<file path="config.mk">
export PLATFORM = sky130hd
export DESIGN_NAME = waveform_output_select
export DESIGN_NICKNAME = d
export VERILOG_FILES = /design/src/common/waveform_output_select_pkg.sv /design/src/common/sine_lookup_if.sv /design/src/hdl/waveform_output_select.sv /design/src/hdl/sine_lookup.sv
export VERILOG_INCLUDE_DIRS = /design/src /design/src/common
export SDC_FILE = /design/constraint.sdc
export NUM_CORES = 1
export LEC_CHECK = 0
export BUFFER_PORTS_ARGS = -buffer_cell sky130_fd_sc_hd__buf_2
export CORE_MARGIN = 4
export CORE_UTILIZATION = 30
export CTS_CLUSTER_SIZE = 40
export DETAILED_ROUTE_END_ITERATION = 10
export MAX_ROUTING_LAYER = met4
export PLACE_DENSITY = 0.59
export RECOVER_POWER = 50
export SLEW_MARGIN = 20
export SYNTH_ARGS = -nofsm -noshare
export SYNTH_HDL_FRONTEND = slang
export SYNTH_SLANG_ARGS = --single-unit
</file>
<file path="constraint.sdc">
create_clock -name clk -period 4.5 [get_ports clk]
set_input_delay 0 -clock clk [delete_from_list [all_inputs] [get_ports clk]]
set_output_delay 0 -clock clk [all_outputs]
set_load 0.05 [all_outputs]
</file>
<file path="src/common/waveform_output_select_params.svh">
/*
 * Constants of the waveform output selection block: register byte offsets,
 * control field positions, reset values and converter geometry.
 * Assumes it is included by its bare name, once or more, before use.
 */
// Functional notes
// - Digital enable routes data MSB to pin.
// - Digital enable clear routes converter to pin.
// - Halving select high passes MSB directly.
// - Halving select low outputs MSB halved.
// - Waveform bit high bypasses sine, gives triangle.
// - Waveform bit low maps phase through sine.
// - Power-down bit high disables the converter.
`ifndef WAVEFORM_OUTPUT_SELECT_PARAMS_SVH
`define WAVEFORM_OUTPUT_SELECT_PARAMS_SVH

// Register byte offsets on the Avalon-MM slave.
`define WOS_CTRL_OFS        4'h0
`define WOS_PHASE_INC_OFS   4'h4
`define WOS_STATUS_OFS      4'h8

// Control word field positions.
`define WOS_MODE_BIT        1
`define WOS_RSVD_LO_BIT     2
`define WOS_HALVE_BIT       3
`define WOS_RSVD_HI_BIT     4
`define WOS_DIG_EN_BIT      5
`define WOS_PDOWN_BIT       6

// Status word field positions.
`define WOS_STAT_MSB_BIT    10
`define WOS_STAT_HALF_BIT   11
`define WOS_STAT_PIN_BIT    12
`define WOS_STAT_DIG_BIT    13

// Reset values.
`define WOS_CTRL_RST        1'b0
`define WOS_PHASE_INC_RST   16'h0000

// Converter mid-scale points for the sine reconstruction.
`define WOS_DAC_MID_HI      10'h200
`define WOS_DAC_MID_LO      10'h1FF

`endif

</file>
<file path="src/common/waveform_output_select_pkg.sv">
/*
 * Types of the waveform output selection block.
 * Assumes the params header is available on the include path.
 */
package waveform_output_select_pkg;

	// Converter code, phase word and sine table geometry.
	typedef logic [9:0]  dac_code_t;
	typedef logic [15:0] phase_t;
	typedef logic [4:0]  sine_addr_t;
	typedef logic [8:0]  sine_mag_t;

	// Registered state of the selection block.
	typedef struct packed {
		logic      pdown;     // Converter power-down control.
		logic      dig_en;    // Digital output enable control.
		logic      halve_sel; // MSB halving select control.
		logic      mode;      // Waveform select control, 1 = triangle.
		phase_t    inc;       // Phase increment per clock.
		phase_t    phase;     // Phase accumulator.
		logic      sign_d;    // Sine half-cycle sign, aligned to the table output.
		dac_code_t tri_d;     // Triangle code, aligned to the table output.
		dac_code_t dac;       // Converter data word.
		logic      msb_prev;  // Previous converter MSB for edge detection.
		logic      half;      // Halved MSB flip-flop.
		logic      pin;       // Digital level on the output pin.
		logic      ack;       // Bus answer cycle marker.
		logic [31:0] rdata;   // Bus read data.
	} wave_state_t;

	// Registered state of the sine lookup.
	typedef struct packed {
		sine_mag_t mag; // Table magnitude for the last address.
	} lookup_state_t;

endpackage : waveform_output_select_pkg

</file>
<file path="src/common/sine_lookup_if.sv">
/*
 * Carrier between the selection block and its sine lookup memory.
 * Assumes both ends run on the same clock.
 */
`timescale 1ns/100ps
`default_nettype none

interface sine_lookup_if;
	import waveform_output_select_pkg::*;

	sine_addr_t addr; // Quarter-wave table address.
	sine_mag_t  mag;  // Registered magnitude, one clock after the address.

	modport requester (output addr, input mag);
	modport lookup    (input addr, output mag);
endinterface : sine_lookup_if

`default_nettype wire

</file>
<file path="src/hdl/waveform_output_select.sv">
/*
 * Waveform output selection: phase accumulator, sine or triangle shaping,
 * converter data word, MSB and halved MSB clock output, and the choice of
 * what drives the output pin. Registers sit on an Avalon-MM slave.
 * Assumes a synchronous master on clk and an analogue output stage that
 * switches the pin between the converter and the digital level by
 * pin_digital_select.
 */
// The Avalon-MM interface to the registers and the register addresses were left to the implementer.
`timescale 1ns/100ps
`default_nettype none

`include "waveform_output_select_params.svh"

module waveform_output_select
	import waveform_output_select_pkg::*;
(
	input  wire logic        clk,
	input  wire logic        sys_rst,
	input  wire logic [3:0]  avs_address,
	input  wire logic        avs_read,
	input  wire logic        avs_write,
	input  wire logic [31:0] avs_writedata,
	input  wire logic [3:0]  avs_byteenable,
	output var  logic [31:0] avs_readdata,
	output var  logic        avs_waitrequest,
	output var  logic [9:0]  dac_data,
	output var  logic        dac_active,
	output var  logic        pin_digital_select,
	output var  logic        waveform_output_pin
);

	wave_state_t state_reg;  // All registered state.
	wave_state_t state_next; // Next value of the state.

	sine_lookup_if sine_bus (); // Link to the sine table.

	logic      req;        // A bus request is present.
	logic      wr_commit;  // A write takes effect at this edge.
	logic      new_req;    // First cycle of a request.
	logic      msb;        // Converter data MSB.
	logic      quad_mirror;// Second or fourth quarter of the phase.
	dac_code_t sine_code;  // Reconstructed sine code.
	dac_code_t tri_code;   // Triangle code from the current phase.

	// Merge one byte lane of write data under its enable.
	function automatic logic [7:0] lane(input logic [7:0] old, input logic [7:0] wd, input logic en);
		lane = en ? wd : old;
	endfunction : lane

	// Read view of the control word; reserved positions read as zero.
	function automatic logic [31:0] ctrl_view(input wave_state_t s);
		ctrl_view                  = 32'h0000_0000;
		ctrl_view[`WOS_MODE_BIT]   = s.mode;
		ctrl_view[`WOS_HALVE_BIT]  = s.halve_sel;
		ctrl_view[`WOS_DIG_EN_BIT] = s.dig_en;
		ctrl_view[`WOS_PDOWN_BIT]  = s.pdown;
	endfunction : ctrl_view

	// The slave inserts exactly one wait state on every access.
	assign req             = avs_read | avs_write;
	assign new_req         = req & ~state_reg.ack;
	assign wr_commit       = avs_write & state_reg.ack;
	assign avs_waitrequest = req & ~state_reg.ack;

	// The sine table sees a mirrored address in the falling quarters.
	assign quad_mirror   = state_reg.phase[14];
	assign sine_bus.addr = quad_mirror ? ~state_reg.phase[13:9] : state_reg.phase[13:9];

	// Upper half of the cycle goes below mid-scale.
	assign sine_code = state_reg.sign_d ? (`WOS_DAC_MID_LO - {1'b0, sine_bus.mag})
	                                    : (`WOS_DAC_MID_HI + {1'b0, sine_bus.mag});

	// Raw phase folded into a ramp that rises then falls over one cycle.
	assign tri_code = state_reg.phase[15] ? ~state_reg.phase[14:5] : state_reg.phase[14:5];

	assign msb = state_reg.dac[9];

	// Next-state logic for bus, phase path and output selection.
	always_comb begin
		state_next = state_reg;

		// Bus answer: capture read data in the first cycle, answer in the next.
		state_next.ack = new_req;
		if (new_req) begin
			unique case (avs_address)
				`WOS_CTRL_OFS: begin
					state_next.rdata = ctrl_view(state_reg);
				end
				`WOS_PHASE_INC_OFS: begin
					state_next.rdata = {16'h0000, state_reg.inc};
				end
				`WOS_STATUS_OFS: begin
					state_next.rdata                     = {22'h00_0000, state_reg.dac};
					state_next.rdata[`WOS_STAT_MSB_BIT]  = msb;
					state_next.rdata[`WOS_STAT_HALF_BIT] = state_reg.half;
					state_next.rdata[`WOS_STAT_PIN_BIT]  = state_reg.pin;
					state_next.rdata[`WOS_STAT_DIG_BIT]  = state_reg.dig_en;
				end
				default: begin
					// Unmapped addresses read as zero.
					state_next.rdata = 32'h0000_0000;
				end
			endcase
		end

		// Register writes at the answering edge; reserved bits are not stored.
		if (wr_commit) begin
			unique case (avs_address)
				`WOS_CTRL_OFS: begin
					if (avs_byteenable[0]) begin
						state_next.mode      = avs_writedata[`WOS_MODE_BIT];
						state_next.halve_sel = avs_writedata[`WOS_HALVE_BIT];
						state_next.dig_en    = avs_writedata[`WOS_DIG_EN_BIT];
						state_next.pdown     = avs_writedata[`WOS_PDOWN_BIT];
					end
				end
				`WOS_PHASE_INC_OFS: begin
					state_next.inc = {lane(state_reg.inc[15:8], avs_writedata[15:8], avs_byteenable[1]),
					                  lane(state_reg.inc[7:0], avs_writedata[7:0], avs_byteenable[0])};
				end
				default: begin
					// Writes to the status word and unmapped addresses are dropped.
				end
			endcase
		end

		// Phase advances every clock; wrap-around is the cycle boundary.
		state_next.phase  = state_reg.phase + state_reg.inc;
		state_next.sign_d = state_reg.phase[15];
		state_next.tri_d  = tri_code;

		// Converter data: triangle bypasses the table, otherwise the sine code.
		if (state_reg.mode) begin
			state_next.dac = state_reg.tri_d;
		end else begin
			state_next.dac = sine_code;
		end

		// Halved MSB toggles on every rising MSB edge for a square wave.
		state_next.msb_prev = msb;
		state_next.half     = state_reg.half ^ (msb & ~state_reg.msb_prev);

		// Digital level on the pin, held low while the converter owns it.
		if (state_reg.dig_en) begin
			if (state_reg.halve_sel) begin
				state_next.pin = msb;
			end else begin
				state_next.pin = state_reg.half;
			end
		end else begin
			state_next.pin = 1'b0;
		end
	end

	// Single register stage for the whole state; reset clears everything.
	always_ff @(posedge clk) begin
		if (sys_rst) begin
			state_reg           <= '0;
			state_reg.pdown     <= `WOS_CTRL_RST;
			state_reg.dig_en    <= `WOS_CTRL_RST;
			state_reg.halve_sel <= `WOS_CTRL_RST;
			state_reg.mode      <= `WOS_CTRL_RST;
			state_reg.inc       <= `WOS_PHASE_INC_RST;
		end else begin
			state_reg <= state_next;
		end
	end

	// The sine table answers one clock after the address.
	sine_lookup u_sine_lookup (
		.clk     (clk),
		.sys_rst (sys_rst),
		.port    (sine_bus.lookup)
	);

	// Outputs straight from the registered state.
	assign avs_readdata       = state_reg.rdata;
	assign dac_data           = state_reg.dac;
	assign dac_active         = ~state_reg.pdown;
	assign pin_digital_select = state_reg.dig_en;
	assign waveform_output_pin = state_reg.pin;

endmodule : waveform_output_select

`default_nettype wire

</file>
<file path="src/hdl/sine_lookup.sv">
/*
 * Quarter-wave sine table with registered read data.
 * Assumes the requester mirrors the address and applies the sign itself.
 */
`timescale 1ns/100ps
`default_nettype none

module sine_lookup
	import waveform_output_select_pkg::*;
(
	input  wire logic   clk,
	input  wire logic   sys_rst,
	sine_lookup_if.lookup port
);

	lookup_state_t state_reg;  // Registered table output.
	lookup_state_t state_next; // Next table output.

	// Magnitudes are 511 times the sine at half-step centres, so mirroring is exact.
	function automatic sine_mag_t table_value(input sine_addr_t a);
		unique case (a)
			5'h00: table_value = 9'h00D;
			5'h01: table_value = 9'h026;
			5'h02: table_value = 9'h03F;
			5'h03: table_value = 9'h057;
			5'h04: table_value = 9'h070;
			5'h05: table_value = 9'h088;
			5'h06: table_value = 9'h0A0;
			5'h07: table_value = 9'h0B8;
			5'h08: table_value = 9'h0CF;
			5'h09: table_value = 9'h0E6;
			5'h0A: table_value = 9'h0FC;
			5'h0B: table_value = 9'h111;
			5'h0C: table_value = 9'h126;
			5'h0D: table_value = 9'h13A;
			5'h0E: table_value = 9'h14E;
			5'h0F: table_value = 9'h160;
			5'h10: table_value = 9'h172;
			5'h11: table_value = 9'h183;
			5'h12: table_value = 9'h193;
			5'h13: table_value = 9'h1A2;
			5'h14: table_value = 9'h1B0;
			5'h15: table_value = 9'h1BD;
			5'h16: table_value = 9'h1C8;
			5'h17: table_value = 9'h1D3;
			5'h18: table_value = 9'h1DD;
			5'h19: table_value = 9'h1E5;
			5'h1A: table_value = 9'h1EC;
			5'h1B: table_value = 9'h1F3;
			5'h1C: table_value = 9'h1F7;
			5'h1D: table_value = 9'h1FB;
			5'h1E: table_value = 9'h1FE;
			5'h1F: table_value = 9'h1FF;
		endcase
	endfunction : table_value

	// Look up the magnitude of the presented address.
	always_comb begin
		state_next     = state_reg;
		state_next.mag = table_value(port.addr);
	end

	// Register the read data; reset shows a zero magnitude.
	always_ff @(posedge clk) begin
		if (sys_rst) begin
			state_reg <= '0;
		end else begin
			state_reg <= state_next;
		end
	end

	assign port.mag = state_reg.mag;

endmodule : sine_lookup

`default_nettype wire

</file>
==> results of run 1 <==
kinds of logic after synthesis:
logic type | synth area share
simple gates | 0.172
compound gates | 0.169
flops | 0.359
buf+inv | 0.107
xor+xnor | 0.0689
mux | 0.0621
fa+ha+maj | 0.0616
other cells | 0.000782
power by group:
group | switching (uW) | leakage [uW] | internal (uW) | total, uW
registers | 6.41 | 0.000696 | 769 | 776
logic | 87.1 | 0.00120 | 34.4 | 121
clock network | 298 | 0.000148 | 501 | 799
total | 391 | 0.00204 | 1300 | 1700
worst max-delay path: stages:
cell and delay, ns:
clkbuf_1 1.68, clkbuf_1 1.22, nor2b_1 0.10, mux2_1 0.34
worst paths after layout:
| kind | from | endpoint | slack, ns |
|---|---|---|---|
| min | avs_read | state_reg[32] | 0.12 |
| max | sys_rst | state_reg[66] | 1.36 |
| min reg2reg | state_reg[47] | dac_data[1] | 0.46 |
| max reg2reg | state_reg[66] | u_sine_lookup.port.mag[6] | 2.22 |
layout make-up:
type / count / area share
clock buffer: 11 / 0.0451
timing repair buffer: 74 / 0.0775
inverter: 6 / 0.00419
clock inverter: 5 / 0.0154
multi-input combinational: 407 / 0.489
tap: 211 / 0.0491
sequential: 86 / 0.320
routing by layer:
metal	part of all wire	vias to the layer above	global-route usage	wire [um]
met5	0	-	-	0
met4	0.016	0	0.0385	175
met3	0.057	16	0.0317	648
met2	0.47	117	0.203	5260
met1	0.46	1728	0.157	5190
li1	-	1938	-	-
synth_stat cells (all sizes together) (6+ instances only):
master,instances,share of area
nor2,96,0.075
dfxtp,86,0.36
buf,63,0.091
a21oi,47,0.049
xnor2,29,0.055
mux2i,26,0.054
nand2,25,0.020
o21ai,23,0.024
ha,22,0.057
a22oi,16,0.025
clkbuf,15,0.012
nor3,14,0.016
nor2b,12,0.016
nand3,10,0.010
o211ai,7,0.011
xor2,7,0.014
inv,6,0.0047
metrics by stage:
step                utilization  area [sq um]  cells  worst slack [ns]
floorplan                     -          4850    577              2.42
global placement          0.319          4920    768              2.18
detailed placement        0.319          4920    768              2.14
CTS                       0.351          5410    800              2.22
global route              0.349          5380    800              1.03
finish                    0.349          5380    800              1.36
==> results.json, run 1 <==
{
  "dieArea_sq_um": 18100,
  "maxCapViolations": 2,
  "p_per_area_nw_per_um2": 315,
  "max_freq_mhz": 318,
  "multi_input_area_sq_um": 2630,
  "num_antenna_cells": 0,
  "final-max-slew-violation-count": 93,
  "ff2ff_path_depth": 7,
  "endpoint_kind": "flop",
  "first_pass_iters": 4,
  "rsz0062_at_grt": "no",
  "place.port_buffers": 55,
  "async_flop_share": 0,
  "crit_type": "in -> reg",
  "ctsResizeCount": 0,
  "wirelength_mm": 11.3,
  "power_leakage_uw": 0.00204,
  "clk_pin_slew_ns": 0.07,
  "worst_pin_slew_ns": 2.41,
  "cp.required_ns": 4.72,
  "critPathMaxFanout": 55,
  "period_needed_ns": 3.14,
  "place.detailed.hpwl_mm": 8.27,
  "clk_path_buf_depth": 2,
  "initial_utilization": 0.311,
  "ioPinCount": 90,
  "layout_commonest_cell": "nor2_1",
  "gp_congestion": 0.863,
  "finalSetupTns_ns": 0,
  "crit_arrival_ns": 3.37,
  "antenna_found_initial": 0,
  "wl_per_cell_um": 14.1,
  "vias": 3799,
  "setup_viol": 0,
  "synth_area_sq_um": 4800,
  "critical_path.startpoint_type": "input pin",
  "synth_cells": 562,
  "design.core.area_sq_um": 15400,
  "grt_max_degree": 56,
  "synth_cell_types": 60,
  "maxSlewHeadroom": -0.609,
  "die_h_um": 134,
  "htreeDepth": 3,
  "worst_ir_drop_vdd_v": 0.000139,
  "post-cts-setup-buffers": 0,
  "failed_checks": "max-capacitance violations, max-slew violations",
  "total_power_uw": 1700,
  "antenna_left": 0,
  "synth_edf_count": 0,
  "ff_latch_area_sq_um": 1720,
  "seq_area_frac_synth": 0.359,
  "cts_tree": "built",
  "die_w_um": 134,
  "overflow": 0,
  "drc": 0,
  "avgSynthCellArea_sq_um": 8.54,
  "largest_reg_flops": 47,
  "fp-row-count": 45,
  "fin_nets": 651,
  "synthFlopType": "dfxtp_1",
  "track_usage": 0.126,
  "drive_gt1_frac": 0.0900,
  "grt_pass1_wl_mm": 18.0,
  "clock_sinks": 86,
  "outcome": "complete, but fails checks",
  "avgViaCountPerCell": 4.75,
  "num-fill-cells": 1611,
  "hold_path_class": "in -> reg",
  "layout_common_cells": "96 x nor2_1, 86 x dfxtp_1, 47 x a21oi_1",
  "grt_pass1_vias": 3551,
  "yosys_warnings": 0,
  "final.setup_skew_ns": 0.00971,
  "finalCritPeriodShare": 0.699,
  "holdPathStages": 4,
  "drt-initial-drc-count": 194,
  "hold_buffers": 16,
  "hold_viol": 0,
  "root_buffer": "clkbuf_16",
  "area_growth_syn_to_layout_pct": 12.1,
  "cts_made_buffers": 9,
  "whs_ns": 0.121,
  "ys_ff_latch": 86,
  "clk-insertion-delay-late_ns": 0.34
}
Note: power is estimated with default switching activity, not from simulation.
==> run 2: changes to the inputs <==
--- a/config.mk
+++ b/config.mk
@@ -6,13 +6,14 @@
 export SDC_FILE = /design/constraint.sdc
 export NUM_CORES = 1
 export LEC_CHECK = 0
+export ABC_AREA = 1
 export BUFFER_PORTS_ARGS = -buffer_cell sky130_fd_sc_hd__buf_2
 export CORE_MARGIN = 4
 export CORE_UTILIZATION = 30
 export CTS_CLUSTER_SIZE = 40
 export DETAILED_ROUTE_END_ITERATION = 10
 export MAX_ROUTING_LAYER = met4
-export PLACE_DENSITY = 0.59
+export PLACE_DENSITY = 0.61
 export RECOVER_POWER = 50
 export SLEW_MARGIN = 20
 export SYNTH_ARGS = -nofsm -noshare
==> constraint.sdc (replaced) <==
create_clock -name clk -period 2.7 [get_ports clk]
set_input_delay 0 -clock clk [delete_from_list [all_inputs] [get_ports clk]]
set_output_delay 0 -clock clk [all_outputs]
set_load 0.05 [all_outputs]
==> run 2 against run 1 <==
The flow now finishes without violations. Hold slack improved by 0.029 ns. Utilization fell by 0.54 points. Critical path type is now reg -> out. Power up 57%. Synthesized area grew 2.0%. Clock skew barely moved. Critical endpoint is now avs_waitrequest. Largest cell class unchanged. Sequential share of layout area fell by 0.55 points. Cell count grew 21%. Sequential power increased by 68%. Global-route usage is 0.81 points higher. First-iteration DRC count rose by 42%.
==> results.json, run 2 <==
{
  "place.detailed.hpwl_mm": 8.81,
  "critical_path.startpoint_type": "flop",
  "final.setup_skew_ns": 0.0100,
  "async_flop_share": 0,
  "crit_buf_inv": 4,
  "ioPinCount": 90,
  "total_power_uw": 2670,
  "maxCapViolations": 0,
  "dieArea_sq_um": 18400,
  "hold_path_class": "in -> reg",
  "outcome": "finished, final reports clean",
  "die_w_um": 136,
  "area_growth_syn_to_layout_pct": 11.8,
  "first_pass_iters": 4,
  "drc": 0,
  "worst_ir_drop_vdd_v": 0.000236,
  "setup_viol": 0,
  "gp_congestion": 0.913,
  "endpoint_kind": "primary output",
  "wirelength_mm": 11.6,
  "cts_tree": "built",
  "design.core.area_sq_um": 15900,
  "vias": 4196,
  "layout_commonest_cell": "nand2_1",
  "largest_reg_flops": 47,
  "maxSlewHeadroom": 0.582,
  "drt-initial-drc-count": 276,
  "avgSynthCellArea_sq_um": 6.91,
  "avgViaCountPerCell": 4.34,
  "final-max-slew-violation-count": 0,
  "overflow": 0,
  "antenna_found_initial": 0,
  "yosys.area.top_type": "dfxtp_1",
  "cpMaxStageDelayCell": "clkbuf_1",
  "initial_utilization": 0.307,
  "p_per_area_nw_per_um2": 488,
  "crit_type": "reg -> out",
  "root_buffer": "clkbuf_16",
  "synth_area_sq_um": 4890,
  "synthDominantCellAreaShare": 0.352,
  "worst_pin_slew_ns": 0.627,
  "drive_gt1_frac": 0.0880,
  "critPathMaxStageDelay_ns": 0.51,
  "finalSetupTns_ns": 0,
  "die_h_um": 136,
  "wl_per_cell_um": 12.0,
  "synth.area.top_cells": "dfxtp_1 35%, nand2_1 14%, nor2_1 7.9%",
  "place.port_buffers": 55,
  "clock_sinks": 86,
  "cp_cell_sequence": "inv_1 > o21ai_0 > clkbuf_1 > inv_1 > buf_2",
  "synth_cell_types": 40,
  "grt_pass1_wl_mm": 19.2,
  "crit_top_cell": "inv_1",
  "htreeDepth": 3,
  "rsz0062_at_grt": "no",
  "fin_nets": 814,
  "synthFlopType": "dfxtp_1",
  "layout_common_cells": "184 x nand2_1, 103 x nor2_1, 86 x dfxtp_1",
  "crit_arrival_ns": 2.10,
  "max_freq_mhz": 477,
  "ys_ff_latch": 86,
  "clk_path_buf_depth": 2,
  "synth_cells": 708,
  "cts_made_buffers": 9,
  "yosysMostFrequentCell": "nand2_1",
  "cp.required_ns": 2.70,
  "hold_viol": 0,
  "synth_commonest_cells": "184 x nand2_1, 103 x nor2_1, 86 x dfxtp_1, 70 x inv_1, 47 x o21ai_0",
  "critPathMaxFanout": 19,
  "track_usage": 0.134,
  "num_antenna_cells": 0,
  "synth_edf_count": 0,
  "clk-insertion-delay-late_ns": 0.34,
  "antenna_left": 0,
  "grt_max_degree": 45,
  "ctsResizeCount": 0,
  "clk_pin_slew_ns": 0.06,
  "period_needed_ns": 2.10,
  "cp_top_family": "buffers and inverters",
  "fp-row-count": 46,
  "yosys_warnings": 0,
  "grt_pass1_vias": 3886,
  "seq_area_frac_synth": 0.352,
  "power_leakage_uw": 0.00264,
  "finalCritPeriodShare": 0.777
}
run 2: cell types whose count changed after synthesis, sizes merged, moves of 16 or more:
cell,change
a22oi,-16
xnor2,-17
o21ai,+28
nand2,+164
mux2i,-26
inv,+69
nand3,+18
run 2: routing by layer:
| metal | share of wire | routed length [um] | track usage |
|---|---|---|---|
| met2 | 0.43 | 4980 | 0.207 |
| met1 | 0.48 | 5590 | 0.172 |
| met4 | 0.034 | 388 | 0.0571 |
| met5 | 0 | 0 | - |
| met3 | 0.054 | 623 | 0.0271 |
run 2: worst reg2reg max path: cells and delay by family, from the launching register on:
family                 cells  cell delay (ns)
AOI/OAI and AO/OA          3             0.40
buffers and inverters      3             1.01
DFF                        1             0.35
run 2: path summary, 6_finish.rpt:
path,from,to,slack [ns],cells after the start
worst min-delay path,avs_address[2],state_reg[90],0.15,6
worst max register to register,state_reg[32],avs_readdata[15],0.81,6
worst min register to register,avs_readdata[7],avs_readdata[7],0.46,2
worst max-delay path,state_reg[32],avs_waitrequest,0.60,5
run 2: metrics by stage:
stage	area [sq um]	util	setup slack (ns)	std cells	hold slack [ns]
final	5470	0.343	0.602	966	0.151
after CTS	5520	0.346	0.822	966	0.0859
after global routing	5470	0.343	0.346	966	0.232
after floorplan	4950	-	1.05	723	0.135
after detailed placement	5100	0.320	0.851	936	0.232
after global placement	5100	0.320	0.850	936	0.229
run 2: cell type report:
class	instances	area, sq um
Multi-Input combinational cell	498	2490
Fill cell	1754	10500
Inverter	75	284
Timing Repair Buffer	77	440
Sequential cell	86	1720
Clock buffer	11	243
Clock inverter	3	21.3
Tap cell	216	270
run 2: cell families after synthesis:
logic type | after synthesis | synth area share
other | 1 | 0.000766
XOR/XNOR | 25 | 0.0532
buffers and inverters | 139 | 0.149
flip-flops | 86 | 0.352
AO/OA/AOI/OAI | 102 | 0.113
AND/OR/NAND/NOR | 332 | 0.272
adder cells (fa/ha/maj) | 23 | 0.0603
run 2: power by group:
group,internal [uW],switching [uW],total (uW)
clock network,640,489,1130
registers,1290,14.4,1300
logic,62.8,174,237
total,1990,677,2670
run 2: timing repair:
action,in CTS,in global routing
hold buffers,16,0
buffers inserted,0,0
endpoints found under the hold margin,20,0
==> run 3: changes to the inputs <==
--- a/config.mk
+++ b/config.mk
@@ -6,7 +6,7 @@
 export SDC_FILE = /design/constraint.sdc
 export NUM_CORES = 1
 export LEC_CHECK = 0
-export ABC_AREA = 1
+export ABC_AREA = 0
 export BUFFER_PORTS_ARGS = -buffer_cell sky130_fd_sc_hd__buf_2
 export CORE_MARGIN = 4
 export CORE_UTILIZATION = 30
==> constraint.sdc (replaced) <==
create_clock -name clk -period 1.9 [get_ports clk]
set_input_delay 0 -clock clk [delete_from_list [all_inputs] [get_ports clk]]
set_output_delay 0 -clock clk [all_outputs]
set_load 0.05 [all_outputs]
==> run 3 against run 2 <==
The run now ends with negative setup slack left. Critical path type is now reg -> reg. Combinational power increased by 28%. Critical path depth up 2. Largest cell class unchanged. Count of clock-buffer cells in the layout is 1 lower. Sequential cell count did not move. Cell count shrank 12%. Critical endpoint is now state_reg[65]. Largest power group unchanged. Wire length up 2.6%.
==> results.json, run 3 (synthesized netlist as in run 1, its figures left out) <==
{
  "crit_type": "reg -> reg",
  "place.detailed.hpwl_mm": 8.85,
  "hold_viol": 0,
  "cp_top_family": "compound AO/OA/AOI/OAI gates",
  "grt_max_degree": 42,
  "whs_ns": 0.152,
  "grt_pass1_vias": 3672,
  "die_w_um": 134,
  "drc": 0,
  "clkPwrFrac": 0.458,
  "final.setup_skew_ns": 0.00916,
  "overflow": 0,
  "endpoint_kind": "flop",
  "drive_gt1_frac": 0.180,
  "wirelength_mm": 11.9,
  "avgViaCountPerCell": 4.77,
  "worst_r2r_endpoint": "state_reg[65]",
  "p_int_uw": 2970,
  "max_freq_mhz": 522,
  "r2r_slack_ns": -0.02,
  "clock_sinks": 86,
  "antenna_left": 0,
  "die_h_um": 134,
  "worst_pin_slew_ns": 0.823,
  "cp_cell_sequence": "ha_4 > fa_2 > a21o_4 > a31oi_4 > o21bai_1 > a21oi_1 > mux2_1",
  "layout_commonest_cell": "nor2_1",
  "place.port_buffers": 55,
  "r2r-start": "state_reg[73]",
  "worstSetupPathDepth": 7,
  "finalSetupTns_ns": -0.0251,
  "finalCritPeriodShare": 1.01,
  "hold_path_class": "in -> reg",
  "cp.required_ns": 2.13,
  "crit_arrival_ns": 2.14,
  "ioPinCount": 90,
  "critPathMaxFanout": 4,
  "p_per_area_nw_per_um2": 676,
  "instances_no_fill": 849,
  "vias": 4053,
  "clk-insertion-delay-late_ns": 0.34,
  "p_sw_uw": 971,
  "antenna_found_initial": 0,
  "root_buffer": "clkbuf_16",
  "grtUsageMet2": 0.213,
  "final-max-slew-violation-count": 0,
  "p_comb_frac": 0.077,
  "period_needed_ns": 1.92,
  "drt-initial-drc-count": 222,
  "layout_common_cells": "96 x nor2_1, 83 x dfxtp_1, 48 x buf_4",
  "num_antenna_cells": 0,
  "switching_share": 0.246,
  "failed_checks": "negative setup slack",
  "wl_per_cell_um": 14.0,
  "power_frac_seq": 0.465,
  "cpMaxStageDelayCell": "fa_2",
  "largest_reg_flops": 47,
  "track_usage": 0.130,
  "design.core.area_sq_um": 15400,
  "first_pass_iters": 5,
  "power_leakage_uw": 0.00229,
  "finalWorstSetupSlack_ns": -0.0154,
  "critPathLaunch": "state_reg[73]",
  "fin_nets": 700,
  "grt_pass1_wl_mm": 18.5,
  "use_met1": 0.164,
  "htreeDepth": 3,
  "critPathMaxStageDelay_ns": 0.34,
  "finish.utilization": 0.378,
  "crit_buf_inv": 0,
  "critical_path.startpoint_type": "flop",
  "cts_tree": "built",
  "fp-row-count": 45,
  "cts_made_buffers": 9,
  "rsz0062_at_grt": "yes",
  "dieArea_sq_um": 18100,
  "clk_path_buf_depth": 2,
  "initial_utilization": 0.311,
  "setup_viol": 2,
  "cp-endpoint": "state_reg[65]",
  "worst_ir_drop_vdd_v": 0.000352,
  "maxCapViolations": 0,
  "maxSlewHeadroom": 0.451,
  "outcome": "complete, but fails checks",
  "area_growth_syn_to_layout_pct": 21.7,
  "clk_pin_slew_ns": 0.07,
  "gp_congestion": 0.832,
  "grt.busiest_layer": "met2",
  "ff2ff_path_depth": 7,
  "met3_usage": 0.0224,
  "dp_cells": 816
}
run 3: changes by cell type in the layout (fill, tap and decap cells not counted), sizes merged, moves of 6 or more:
cell	previous run	this run
mux2i	0	26
a22oi	0	16
nand3	28	10
nor2b	0	12
nand2	189	25
nor2	106	96
buf	31	77
inv	76	7
xor2	13	7
nor3	3	14
o21ai	51	23
xnor2	12	29
run 3: area by class of cell:
class / count / area (sq um)
Fill cell: 1604 / 9590
Multi-Input combinational cell: 407 / 2700
Sequential cell: 86 / 1730
Timing Repair Buffer: 123 / 815
Tap cell: 211 / 264
Clock buffer: 10 / 239
Clock inverter: 6 / 70.1
Inverter: 6 / 22.5
run 3: power groups by stage:
stage | Combinational, uW | Sequential, uW | Clock [uW]
6_report | 304 | 1830 | 1800
5_1_grt | 325 | 1840 | 1910
4_1_cts | 305 | 1830 | 1840
3_5_place_dp | 278 | 1880 | 0
3_3_place_gp | 278 | 1880 | 0
2_1_floorplan | 235 | 1870 | 0
run 3: how the worst min path moves through the flow:
stage                      start                  to  slack [ns]  cells past startpoint
2_1_floorplan   avs_writedata[5]  pin_digital_select        0.14                      2
3_3_place_gp    avs_writedata[4]       state_reg[77]        0.24                      3
3_5_place_dp   avs_writedata[14]       state_reg[87]        0.25                      3
4_1_cts                 avs_read     avs_readdata[2]        0.14                      4
5_1_grt           avs_address[3]     avs_readdata[1]        0.20                      4
6_report                avs_read     avs_readdata[2]        0.15                      4
run 3: timing repair:
item | CTS | global route
hold buffers | 16 | 0
setup buffers | 1 | 0
resized for setup | 0 | 10
pin swaps | 5 | 2
setup endpoints to repair | 2 | 11
hold endpoints to repair | 20 | 0
run 3: worst register-to-register path, stage by stage, from the launching register on:
cell	delay (ns)
dfxtp_2	0.33
ha_4	0.16
fa_2	0.35
a21o_4	0.22
a31oi_4	0.19
o21bai_1	0.09
a21oi_1	0.15
mux2_1	0.33
run 3: metrics by stage:
| step | power, uW | area [sq um] | setup slack [ns] |
|---|---|---|---|
| finish | 3940 | 5840 | -0.0154 |
| detailed placement | 2150 | 5340 | -0.0733 |
| floorplan | 2110 | 4880 | -0.0469 |
| global route | 4070 | 5840 | -0.0943 |
| global placement | 2150 | 5340 | -0.0472 |
| CTS | 3980 | 5820 | -0.0605 |
run 3: routing by layer:
layer / part of all wire / vias up
met5: 0 / -
met2: 0.46 / 94
li1: - / 2047
met1: 0.48 / 1895
met4: 0.018 / 0
met3: 0.045 / 17
